`config.mk`:
```
export PLATFORM = sky130hd
export DESIGN_NAME = dcs_core
export DESIGN_NICKNAME = d
export VERILOG_FILES = /design/src/hdl/dcs_pkg.sv /design/src/hdl/dcs_core.sv /design/src/hdl/dcs_ramp.sv
export SDC_FILE = /design/constraint.sdc
export NUM_CORES = 1
export LEC_CHECK = 0
export ABC_AREA = 1
export BUFFER_PORTS_ARGS = -buffer_cell sky130_fd_sc_hd__buf_2
export CORE_MARGIN = 4
export CORE_UTILIZATION = 57
export CTS_CLUSTER_DIAMETER = 50
export DETAILED_ROUTE_END_ITERATION = 10
export GPL_ROUTABILITY_DRIVEN = 0
export PLACE_DENSITY = 0.79
export RECOVER_POWER = 100
export SETUP_SLACK_MARGIN = 0.02
export SLEW_MARGIN = 30
export SYNTH_ARGS = -nofsm -noshare
export SYNTH_HDL_FRONTEND = slang
export SYNTH_SLANG_ARGS = --single-unit
```
`constraint.sdc`:
```
create_clock -name i_clk -period 5.5 [get_ports i_clk]
set_input_delay 0.275 -clock i_clk [delete_from_list [all_inputs] [get_ports i_clk]]
set_output_delay 0.275 -clock i_clk [all_outputs]
set_load 0.03 [all_outputs]
```
`src/hdl/dcs_pkg.sv`:
```
// Package: command and status word layout, states, ramp and pot constants
package dcs_pkg;
   localparam int CMD_W          = 16;
   localparam int SP_W           = 16;
   // Command word bit positions
   localparam int CB_ON          = 0;
   localparam int CB_NO_COAST    = 1;
   localparam int CB_NO_FAST     = 2;
   localparam int CB_ENABLE_OP   = 3;
   localparam int CB_RAMP_EN     = 4;
   localparam int CB_RAMP_RUN    = 5;
   localparam int CB_SP_EN       = 6;
   localparam int CB_ACK         = 7;
   localparam int CB_MASTER      = 10;
   localparam int CB_INVERT      = 11;
   localparam int CB_POT_UP      = 13;
   localparam int CB_POT_DOWN    = 14;
   // Status word bit positions
   localparam int SB_READY_START = 0;
   localparam int SB_READY       = 1;
   localparam int SB_OP_EN       = 2;
   localparam int SB_FAULT       = 3;
   localparam int SB_NO_COAST    = 4;
   localparam int SB_NO_FAST     = 5;
   localparam int SB_INHIBIT     = 6;
   localparam int SB_ALARM       = 7;
   localparam int SB_SPEED_OK    = 8;
   localparam int SB_MASTER_REQ  = 9;
   localparam int SB_SPEED_CMP   = 10;
   localparam int SB_TORQUE_OK   = 11;
   localparam int SB_MOTOR_HOT_N = 13;
   localparam int SB_CW          = 14;
   localparam int SB_INV_HOT_N   = 15;
   // Reserved command bits are masked off on capture
   localparam logic [15:0] CMD_USED_MASK = 16'h6CFF;
   localparam logic [15:0] CMD_RESET     = 16'h0000;
   // Ramp and pot step sizes and rate dividers (cycles per step)
   localparam logic [15:0] RAMP_UP_STEP   = 16'h0001;
   localparam logic [15:0] RAMP_DOWN_STEP = 16'h0001;
   localparam logic [15:0] FAST_STEP      = 16'h0010;
   localparam logic [15:0] POT_STEP       = 16'h0001;
   localparam int          RAMP_DIV       = 20;
   localparam int          POT_DIV        = 2000;

   typedef enum logic [2:0] {
      ST_INIT,
      ST_INHIBIT,
      ST_READY_START,
      ST_READY,
      ST_RUN,
      ST_STOPPING,
      ST_FAULT
   } dcs_state_t;

   typedef struct packed {
      logic supply_ok;
      logic fault_in;
      logic alarm_in;
      logic speed_ok;
      logic speed_cmp;
      logic torque_ok;
      logic motor_hot;
      logic inv_hot;
      logic master_req;
   } dcs_plant_t;
endpackage : dcs_pkg

```
`src/hdl/dcs_core.sv`:
```
// Drive command word decoder, switch-on sequencer and status word builder
//
// Function
// Bit0 low: normal ramp down, then drive off
// Bit0 rise: ready; run only with bit3
// Bit1 low: drive off at once, coast
// Bit2 low: fast ramp to standstill
// Bit3 low: cancel output pulses immediately
// Bit4 low: ramp output forced to zero
// Bit5 low: ramp output frozen; the code freezes it in ST_RUN only, not in ST_STOPPING
// Bit6 low: brake; high: ramp to setpoint
// Bit7 rise acknowledges fault; ON gives inhibit
// Bit10 low: fieldbus data ignored
// Bit11 high: setpoint sign inverted
// Bit13 raises, bit14 lowers pot setpoint
// Status0: initialised, pulses locked
// Status1: ON asserted and no fault
// Status2: operation enabled, following setpoint
// Status3: fault pending until acknowledged
// Status4 no coast stop, status5 no fast
// Status6: inhibited until ON low then high; the code clears it on ON low with bits 1 and 2 high
// Status7: alarm, no stop, no acknowledge
// Status8,10,11: speed and torque comparisons
// Status9: master control requested
// Status13,15 low on thermal alarms
// Reserved command bits ignored; status12 zero
`timescale 1ns/1ns
module dcs_core
   import dcs_pkg::*;
#(
   parameter int SPW      = SP_W,
   parameter int RAMP_CYC = RAMP_DIV,
   parameter int POT_CYC  = POT_DIV
)(
   input  wire logic                  i_clk,
   input  wire logic                  i_arst_n,
   input  wire logic                  i_cmd_valid,
   input  wire logic [CMD_W-1:0]      i_cmd_word,
   input  wire logic signed [SPW-1:0] i_setpoint,
   input  wire dcs_pkg::dcs_plant_t   i_plant,
   input  wire logic signed [SPW-1:0] i_speed_act,
   output logic [CMD_W-1:0]           o_status_word,
   output logic                       o_pulse_en,
   output logic signed [SPW-1:0]      o_ramp_out,
   output logic signed [SPW-1:0]      o_pot_value
);
   import dcs_pkg::*;

   if (RAMP_CYC < 1 || POT_CYC < 1)
   begin : g_bad_div
      $error("dcs_core divider below 1");
   end
   // Step constants are 16 bits wide, so wider setpoints are refused
   if (SPW < 2 || SPW > 16)
   begin : g_bad_width
      $error("dcs_core setpoint width must be 2 to 16");
   end

   // Reset release synchroniser
   logic rst_s1_q;
   logic rst_n;
   always_ff @(posedge i_clk or negedge i_arst_n)
   begin
      if (!i_arst_n)
      begin
         rst_s1_q <= 1'b0;
         rst_n    <= 1'b0;
      end
      else
      begin
         rst_s1_q <= 1'b1;
         rst_n    <= rst_s1_q;
      end
   end

   // Plant status pins are asynchronous: two stages each
   dcs_plant_t plant_s1_q;
   dcs_plant_t plant_q;
   always_ff @(posedge i_clk or negedge rst_n)
   begin
      if (!rst_n)
      begin
         plant_s1_q <= '0;
         plant_q    <= '0;
      end
      else
      begin
         plant_s1_q <= i_plant;
         plant_q    <= plant_s1_q;
      end
   end

   // Command capture; reserved bits masked
   logic [CMD_W-1:0] cmd_q;
   logic [CMD_W-1:0] cmd_prev_q;
   always_ff @(posedge i_clk or negedge rst_n)
   begin
      if (!rst_n)
         cmd_q <= CMD_RESET;
      else if (i_cmd_valid)
         cmd_q <= i_cmd_word & CMD_USED_MASK;
   end

   always_ff @(posedge i_clk or negedge rst_n)
   begin
      if (!rst_n)
         cmd_prev_q <= CMD_RESET;
      else
         cmd_prev_q <= cmd_q;
   end

   // Without master control the word is seen as all zero, bit10 included
   logic [CMD_W-1:0] cmd;
   assign cmd = cmd_q[CB_MASTER] ? cmd_q : CMD_RESET;

   function automatic logic rise(input logic [CMD_W-1:0] now,
                                 input logic [CMD_W-1:0] prev,
                                 input int bitn);
      rise = now[bitn] && !prev[bitn];
   endfunction : rise

   logic cmd_ok;
   assign cmd_ok = cmd_q[CB_MASTER] && cmd_prev_q[CB_MASTER];
   logic on_rise;
   logic ack_rise;
   assign on_rise  = cmd_ok && rise(cmd_q, cmd_prev_q, CB_ON);
   assign ack_rise = cmd_ok && rise(cmd_q, cmd_prev_q, CB_ACK);

   logic coast;
   logic fast;
   assign coast = !cmd[CB_NO_COAST];
   assign fast  = !cmd[CB_NO_FAST];

   // Step enables
   logic [$clog2(RAMP_CYC+1)-1:0] ramp_cnt_q;
   logic [$clog2(POT_CYC+1)-1:0]  pot_cnt_q;
   logic ramp_tick;
   logic pot_tick;
   assign ramp_tick = (ramp_cnt_q == '0);
   assign pot_tick  = (pot_cnt_q == '0);
   always_ff @(posedge i_clk or negedge rst_n)
   begin
      if (!rst_n)
         ramp_cnt_q <= '0;
      else if (ramp_tick)
         ramp_cnt_q <= ($clog2(RAMP_CYC+1))'(RAMP_CYC - 1);
      else
         ramp_cnt_q <= ramp_cnt_q - 1'b1;
   end
   always_ff @(posedge i_clk or negedge rst_n)
   begin
      if (!rst_n)
         pot_cnt_q <= '0;
      else if (pot_tick)
         pot_cnt_q <= ($clog2(POT_CYC+1))'(POT_CYC - 1);
      else
         pot_cnt_q <= pot_cnt_q - 1'b1;
   end

   // Motor potentiometer setpoint, saturating
   localparam logic signed [SPW-1:0] POT_MAX = {1'b0, {(SPW-1){1'b1}}};
   localparam logic signed [SPW-1:0] POT_MIN = -POT_MAX;
   always_ff @(posedge i_clk or negedge rst_n)
   begin
      if (!rst_n)
         o_pot_value <= '0;
      else if (pot_tick && cmd[CB_POT_UP] && !cmd[CB_POT_DOWN]
               && o_pot_value < POT_MAX)
         o_pot_value <= o_pot_value + $signed(POT_STEP[SPW-1:0]);
      else if (pot_tick && cmd[CB_POT_DOWN] && !cmd[CB_POT_UP]
               && o_pot_value > POT_MIN)
         o_pot_value <= o_pot_value - $signed(POT_STEP[SPW-1:0]);
   end

   // Sequencer
   dcs_state_t state_q;
   logic       ramp_zero_spd;
   logic       fault_q;

   always_ff @(posedge i_clk or negedge rst_n)
   begin
      if (!rst_n)
         fault_q <= 1'b0;
      else if (plant_q.fault_in)
         fault_q <= 1'b1;
      else if (ack_rise)
         fault_q <= 1'b0;
   end

   always_ff @(posedge i_clk or negedge rst_n)
   begin
      if (!rst_n)
         state_q <= ST_INIT;
      else
      begin
         case (state_q)
            ST_INIT:
               if (plant_q.supply_ok)
                  state_q <= ST_INHIBIT;
            ST_FAULT:
               if (!fault_q)
                  state_q <= ST_INHIBIT;
            ST_INHIBIT:
               if (fault_q)
                  state_q <= ST_FAULT;
               else if (!cmd[CB_ON] && !coast && !fast)
                  state_q <= ST_READY_START;
            ST_READY_START:
               if (fault_q)
                  state_q <= ST_FAULT;
               else if (coast || fast)
                  state_q <= ST_INHIBIT;
               else if (on_rise)
                  state_q <= ST_READY;
            ST_READY:
               if (fault_q)
                  state_q <= ST_FAULT;
               else if (coast || fast)
                  state_q <= ST_INHIBIT;
               else if (!cmd[CB_ON])
                  state_q <= ST_READY_START;
               else if (cmd[CB_ENABLE_OP])
                  state_q <= ST_RUN;
            ST_RUN:
               if (fault_q || coast)
                  state_q <= fault_q ? ST_FAULT : ST_INHIBIT;
               else if (!cmd[CB_ENABLE_OP])
                  state_q <= ST_READY;
               else if (!cmd[CB_ON] || fast)
                  state_q <= ST_STOPPING;
            ST_STOPPING:
               if (fault_q || coast)
                  state_q <= fault_q ? ST_FAULT : ST_INHIBIT;
               else if (!cmd[CB_ENABLE_OP])
                  state_q <= ST_READY;
               else if (ramp_zero_spd)
                  state_q <= fast ? ST_INHIBIT : ST_READY_START;
            default:
               state_q <= ST_INIT;
         endcase
      end
   end

   logic running;
   logic stopping;
   assign running  = (state_q == ST_RUN);
   assign stopping = (state_q == ST_STOPPING);
   assign o_pulse_en = running || stopping;

   // Ramp target, zero, hold and down-step selection
   logic signed [SPW-1:0] sp_sel;
   logic signed [SPW-1:0] target;
   logic                  ramp_zero;
   logic                  ramp_hold;
   logic [SPW-1:0]        down_step;
   always_comb
   begin
      sp_sel = i_setpoint + o_pot_value;
      if (cmd[CB_INVERT])
         sp_sel = -sp_sel;
      if (stopping || !cmd[CB_SP_EN])
         target = '0;
      else
         target = sp_sel;
      ramp_zero = !o_pulse_en || !cmd[CB_RAMP_EN];
      ramp_hold = running && !cmd[CB_RAMP_RUN];
      down_step = (stopping && fast) ? FAST_STEP[SPW-1:0]
                                     : RAMP_DOWN_STEP[SPW-1:0];
   end

   dcs_ramp #(
      .W (SPW)
   ) u_ramp (
      .i_clk       (i_clk),
      .i_rst_n     (rst_n),
      .i_step_en   (ramp_tick),
      .i_zero      (ramp_zero),
      .i_hold      (ramp_hold),
      .i_target    (target),
      .i_down_step (down_step),
      .o_value     (o_ramp_out),
      .o_at_zero   (ramp_zero_spd)
   );

   // Status word, registered
   logic [CMD_W-1:0] status_d;
   always_comb
   begin
      status_d                 = '0;
      status_d[SB_READY_START] = (state_q == ST_READY_START)
                                 || (state_q == ST_READY);
      status_d[SB_READY]       = (state_q == ST_READY) || running;
      status_d[SB_OP_EN]       = running;
      status_d[SB_FAULT]       = fault_q;
      status_d[SB_NO_COAST]    = !coast;
      status_d[SB_NO_FAST]     = !fast;
      status_d[SB_INHIBIT]     = (state_q == ST_INHIBIT);
      status_d[SB_ALARM]       = plant_q.alarm_in;
      status_d[SB_SPEED_OK]    = plant_q.speed_ok;
      status_d[SB_MASTER_REQ]  = plant_q.master_req;
      status_d[SB_SPEED_CMP]   = plant_q.speed_cmp;
      status_d[SB_TORQUE_OK]   = plant_q.torque_ok;
      status_d[SB_MOTOR_HOT_N] = !plant_q.motor_hot;
      status_d[SB_CW]          = i_speed_act > 0;
      status_d[SB_INV_HOT_N]   = !plant_q.inv_hot;
   end

   always_ff @(posedge i_clk or negedge rst_n)
   begin
      if (!rst_n)
         o_status_word <= '0;
      else
         o_status_word <= status_d;
   end
endmodule : dcs_core

```
`src/hdl/dcs_ramp.sv`:
```
// Ramp generator: zero, hold, track or brake toward a target
`timescale 1ns/1ns
module dcs_ramp
   import dcs_pkg::*;
#(
   parameter int W = SP_W
)(
   input  wire logic                i_clk,
   input  wire logic                i_rst_n,
   input  wire logic                i_step_en,
   input  wire logic                i_zero,
   input  wire logic                i_hold,
   input  wire logic signed [W-1:0] i_target,
   input  wire logic        [W-1:0] i_down_step,
   output logic signed      [W-1:0] o_value,
   output logic                     o_at_zero
);
   // Step constants are 16 bits wide, so wider ramps are refused
   if (W < 2 || W > 16)
   begin : g_bad_width
      $error("dcs_ramp width must be 2 to 16");
   end

   logic signed [W:0] diff;
   logic signed [W:0] up_step_x;
   logic signed [W:0] dn_step_x;

   assign diff      = {i_target[W-1], i_target} - {o_value[W-1], o_value};
   assign up_step_x = $signed({1'b0, RAMP_UP_STEP[W-1:0]});
   assign dn_step_x = $signed({1'b0, i_down_step});
   assign o_at_zero = (o_value == '0);

   always_ff @(posedge i_clk or negedge i_rst_n)
   begin
      if (!i_rst_n)
         o_value <= '0;
      else if (i_zero)
         o_value <= '0;
      else if (i_step_en && !i_hold)
      begin
         if (diff > up_step_x && o_value >= 0)
            o_value <= o_value + $signed(RAMP_UP_STEP[W-1:0]);
         else if (diff < -up_step_x && o_value <= 0)
            o_value <= o_value - $signed(RAMP_UP_STEP[W-1:0]);
         else if (diff > dn_step_x)
            o_value <= o_value + $signed(i_down_step);
         else if (diff < -dn_step_x)
            o_value <= o_value - $signed(i_down_step);
         else
            o_value <= i_target;
      end
   end
endmodule : dcs_ramp
```
Word level (Yosys, flattened, before mapping)
Index checks and enable logic that the tools add are counted.

operators by class
  add/sub/neg operators = 12
  $lt $le $gt $ge = 9
  equality and inequality tests = 13
  multiplexer cells = 36
  reductions and logical operators = 48

operators by type and width
  kind                     count
  $mux W16                 10
  $mux W3                  18
  $add A16 B2 Y16 const B  2
  $sub A16 B2 Y16 const B  2
  $pmux W3 S7              1
  $logic_and A1 B1 Y1      18
  $gt A17 B2 Y1 const B    1
  $gt A17 B6 Y1            1
  $lt A17 B1 Y1 const B    1
  $lt A17 B17 Y1           1
  $neg A5 Y17              1
  $sub A16 B16 Y17         1
  $add A16 B16 Y16         1
  $add A16 B6 Y16          1
  $ge A16 B1 Y1 const B    1
  $gt A16 B1 Y1 const B    1
  $gt A16 B16 Y1 const B   1
  $le A16 B1 Y1 const B    1
  $logic_not A16 Y1        1
  $lt A16 B16 Y1 const B   1
  $neg A16 Y16             1
  $sub A16 B6 Y16          1
  $mux W15                 1
  $logic_not A1 Y1         14
  other kinds (21)         36

word-level totals
  flip-flop bits (word level) = 108
  output and inout bits = 49
  logic and storage cells = 147

Longest topological paths before layout
  word-level depth = 12
  mapped depth = 39

Cells and area by module
A second synthesis with hierarchy kept.

unflattened totals
  cells, all modules = 1718
  area, all modules = 11222.0 µm²

by module, submodules not included
  module    times used  cells an instance  area an instance (µm²)  seq. area each (µm²)
  dcs_ramp  1           978                5694.2                  400.4
  dcs_core  1           740                5527.8                  2152.1

Least setup slack after synthesis
No wires, ideal clock.

  path type = register to register
  from = register o_pot_value[0]
  to = register u_ramp.o_value[13]
  library setup time = 0.117 ns
  arrival = 4.486 ns
  data required time = 5.383 ns
  setup slack = 0.897 ns
  cell stages (with the launch flop) = 39
  clock period less this slack = 4.603 ns
  cell sequence = dfrtp_1 ha_1 fa_1 inv_1 ha_1 inv_1 nor2_1 nand3_1 nor2_1 nand2_1 nand2_1 inv_1 nor2_1 nor2_1 ha_1 nand2_1 inv_1 nand4_1 [... 3 more ...] nand2_1 nand3_2 nand2_1 nand2_1 nand3_2 nand3_1 nand2_2 nor2_4 nand3_2 nand3_4 nand2_4 inv_4 buf_12 nand2_2 nand3_1 nand2_1 nand2_1 nand2_1

on the way
  longest elaborated chain between the ends = 12

RTL lines
  item                    line             RTL
  from (decl)             dcs_core.sv:45   output logic signed [SPW-1:0] o_pot_value
  from (signal assigned)  dcs_core.sv:169  o_pot_value <= o_pot_value + $signed(POT_STEP[SPW-1:0]);
  from (signal assigned)  dcs_core.sv:172  o_pot_value <= o_pot_value - $signed(POT_STEP[SPW-1:0]);
  $add A16 B16 Y16 *      dcs_core.sv:258  sp_sel = i_setpoint + o_pot_value;
  $neg A16 Y16            dcs_core.sv:260  sp_sel = -sp_sel;
  $mux W16 *              dcs_core.sv:259  if (cmd[CB_INVERT])
  $mux W16 *              dcs_core.sv:261  if (stopping || !cmd[CB_SP_EN])
  $sub A16 B16 Y17        dcs_ramp.sv:28   assign diff = {i_target[W-1], i_target} - {o_value[W-1], o_value};
  $lt A17 B17 Y1          dcs_ramp.sv:47   else if (diff < -dn_step_x)
  $mux W16                dcs_ramp.sv:47
  $mux W16                dcs_ramp.sv:45   else if (diff > dn_step_x)
  $mux W16                dcs_ramp.sv:43   else if (diff < -up_step_x && o_value <= 0)
  $mux W16 *              dcs_ramp.sv:41   if (diff > up_step_x && o_value >= 0)
  $mux W16 *              dcs_ramp.sv:39   else if (i_step_en && !i_hold)
  $mux W16 *              dcs_ramp.sv:37   else if (i_zero)
  to (signal assigned)    dcs_ramp.sv:42   o_value <= o_value + $signed(RAMP_UP_STEP[W-1:0]);
  to (signal assigned)    dcs_ramp.sv:44   o_value <= o_value - $signed(RAMP_UP_STEP[W-1:0]);
  to (signal assigned)    dcs_ramp.sv:46   o_value <= o_value + $signed(i_down_step);
  to (decl)               dcs_ramp.sv:15   output logic signed [W-1:0] o_value,

Mark *: on every way between the ends. The rest lies on a longest branch, timed or not. The select of a mux whose other input is x is not followed.
A chain may end at the register's enable or synchronous reset.

Worst setup path in the final report
  from = register o_pot_value[0]
  to = register u_ramp.o_value[7]

Same word-level chain as after synthesis.

==> flow_metrics.py <==
metrics = {
    "layout": {
        "fillers": 1364,
        "n_antenna_cell": 0,
        "syn_to_final_growth_pct": 12.7,
        "fin_area_sq_um": 9960,
        "nets": 1525,
        "drive_above_1_share_pct": 11.7,
        "final_util_pct": 65.5,
        "stdcell_count": 1595,
        "mostFrequentLayoutCells": "303 x nand2_1, 192 x inv_1, 124 x nor2_1",
        "layout.cells.most_common": "nand2_1",
    },
    "timing": {
        "period_minus_slack_ns": 5.06,
        "hold_slack_ns": 0.0183,
        "worstMarginPinSlew_ns": 3.03,
        "setup_viol": 0,
        "timing.final.crit_share_pct": 91.9,
        "fmaxAchievable_ghz": 0.198,
        "slew_violations": 73,
        "tns_ns": 0,
        "hold_violations": 0,
        "layout_setup_ws_ns": 0.443,
        "clock_skew_ns": 0.00555,
        "slew_headroom_pct": -102,
    },
    "logic_synthesis": {
        "synth_ff_type": "dfrtp_1",
        "async_flop_share_pct": 100,
        "syn_nets": 1412,
        "synth-edff-count": 0,
        "syn_inst": 1289,
        "synth.yosys.seq_area_share_pct": 28.9,
        "ys_warn_count": 0,
        "syn_area_per_cell_sq_um": 6.86,
        "netlist_area_sq_um": 8840,
        "ys_types": 52,
        "ys_seq_elements": 102,
    },
    "pwr": {
        "clkPwrFrac_pct": 20.6,
        "vdd_ir_drop_max_v": 0.000327,
        "power_switching_mw": 1.51,
        "seqPwrFrac_pct": 26.7,
        "power_mw": 3.27,
        "leakage_nw": 5.32,
        "p_int_mw": 1.76,
        "pwr-share-comb_pct": 52.8,
        "power.share.switching_pct": 46.2,
        "pwr_density_cell_nw_per_um2": 328,
    },
    "place": {
        "placed_cell_area_sq_um": 9490,
        "port_buffers": 103,
        "pre_cts_slack_ns": 0.328,
        "dp_cells": 1558,
        "hpwl_um": 17000,
    },
    "floorplanning": {
        "start_util_pct": 58.2,
        "core-area_sq_um": 15200,
        "ios": 109,
        "die_x_um": 133,
        "rows": 45,
        "die_area_sq_um": 17600,
        "die_height_um": 133,
    },
    "setup_path": {
        "crit_path_start": "o_pot_value[0]",
        "worstPathArrival_ns": 5.36,
        "timing.rr.start": "o_pot_value[0]",
        "slowest_stage": "fa_1",
        "required_ns": 5.80,
        "critPathMaxStageDelay_ns": 0.48,
        "end_kind": "register",
        "cp-start-kind": "register",
        "crit_fanout": 8,
        "worstSetupPathType": "reg2reg",
    },
    "clock_network": {
        "tritoncts": "done",
        "clock_latency_ns": 0.36,
        "ctsHtreeMaxLevel": 3,
        "cts_buffer_depth": 2,
        "cts_sinks": 102,
        "path_clk_slew_ns": 0.08,
        "cts_buffers": 9,
        "cts_root_buffer": "clkbuf_16",
    },
    "flow_run": {
        "cap_violations": 1,
    },
    "route": {
        "first_iter_violations": 686,
        "firstDrtPassIters": 6,
        "dr_total_vias": 8642,
        "ant_nets": 0,
        "drc_errors": 0,
        "via_per_inst": 5.42,
        "finalWirelength_um": 22100,
        "wl_per_cell_um": 13.9,
    },
    "global_routing": {
        "grt_pass1_vias": 8160,
        "grt_max_degree": 73,
        "grt_use_total_pct": 25.4,
        "grt_pass1_wl_um": 37700,
        "antenna_found_initial": 0,
        "globalRoute.totalOverflow": 0,
    },
    "hold_path": {
        "hp-start": "i_plant[5]",
        "hp-class": "in2reg",
    },
    "status": {
        "violations": "capacitance limit, slew limit",
        "outcome": "finished with violations",
    },
}
==> worst max-delay path, delay by kind of cell, from the launching register on <==
kind / cells / cell delay (ns)
adders and majority gates: 4 / 1.22
AOI/OAI and AO/OA: 4 / 0.63
DFF: 1 / 0.41
and+or+nand+nor: 19 / 1.79
xor gates and xnor gates: 1 / 0.11
buffers and inverters: 9 / 0.83
==> power by group through the flow <==
stage	logic [mW]	clock network [mW]	registers, mW
global route	1.93	0.717	0.881
detailed placement	1.58	0	0.887
global placement	1.55	0	0.884
floorplan	1.24	0	0.925
CTS	1.59	0.687	0.872
finish	1.73	0.672	0.872
==> logic make-up after synthesis <==
family,count (synthesis),synth area share (%)
simple gates,633,32.5
buf+inv,235,10.5
xor+xnor,68,6.74
flops,102,28.9
other cells,2,0.0849
fa+ha+maj,63,9.17
mux,5,0.608
compound gates,181,11.5
==> cell usage after synthesis (4+ instances only) <==
library cell  number  area (sq um)
nand2_1          305          1140
inv_1            193           724
nor2_1           124           465
dfrtp_1          102          2550
nand3_1           76           380
a21oi_1           70           350
o21ai_0           63           315
ha_1              60           751
xor2_1            56           490
nor3_1            26           130
nand2_2           22           138
nand4_1           22           138
clkbuf_1          19          71.3
nand3_2           17           170
nor4_1            16           100
o21ai_1           14          70.1
xnor2_1           12           105
o21bai_1           8          60.1
inv_2              7          26.3
nor2_2             7          43.8
clkinv_1           6          22.5
buf_4              5          37.5
or2_2              5          31.3
o211ai_1           4          30.0
==> flip-flops by register name, indices dropped and copies added, names as in the netlist <==
| name | count |
|---|---|
| fault_q | 1 |
| plant_s1_q | 9 |
| o_status_word | 15 |
| rst_n | 1 |
| o_pot_value | 16 |
| ramp_cnt_q | 5 |
| pot_cnt_q | 11 |
| cmd_prev_q | 3 |
| state_q | 3 |
| plant_q | 9 |
| cmd_q | 12 |
| rst_s1_q | 1 |
| u_ramp.o_value | 16 |
==> worst paths after layout <==
kind	to	slack [ns]	depth (start not counted)
worst max-delay path	u_ramp.o_value[7]	0.44	37
worst min-delay path	plant_s1_q[5]	0.02	1
worst max register to register	u_ramp.o_value[7]	0.44	37
worst min register to register	o_status_word[10]	0.35	0
max in group asynchronous	o_pot_value[0]	1.20	1
min in group asynchronous	rst_s1_q	0.22	2
==> area by class of cell <==
| type | count | area, sq um | share of cell area, % |
|---|---|---|---|
| tap | 188 | 235 | 2.36 |
| clock inverter | 7 | 96.3 | 0.967 |
| timing repair buffer | 130 | 701 | 7.03 |
| clock buffer | 9 | 225 | 2.26 |
| multi-input combinational | 952 | 5370 | 53.9 |
| sequential | 102 | 2550 | 25.6 |
| inverter | 207 | 785 | 7.87 |
==> per-layer routing <==
layer	share of wire (%)	GRT usage, %	vias up
li1	-	-	4394
met1	44	34.3	3861
met2	47	42.1	339
met3	6.3	3.99	48
met4	2.4	8.20	0
met5	0	0	-
==> what timing repair did <==
| action | in CTS | in global routing |
|---|---|---|
| hold endpoints to repair | 10 | 0 |
| gates resized for setup | 0 | 9 |
| buffers inserted | 0 | 12 |
| setup endpoints to repair | 0 | 16 |
| hold buffers | 9 | 0 |
Note: power is estimated with default switching activity, not from simulation.
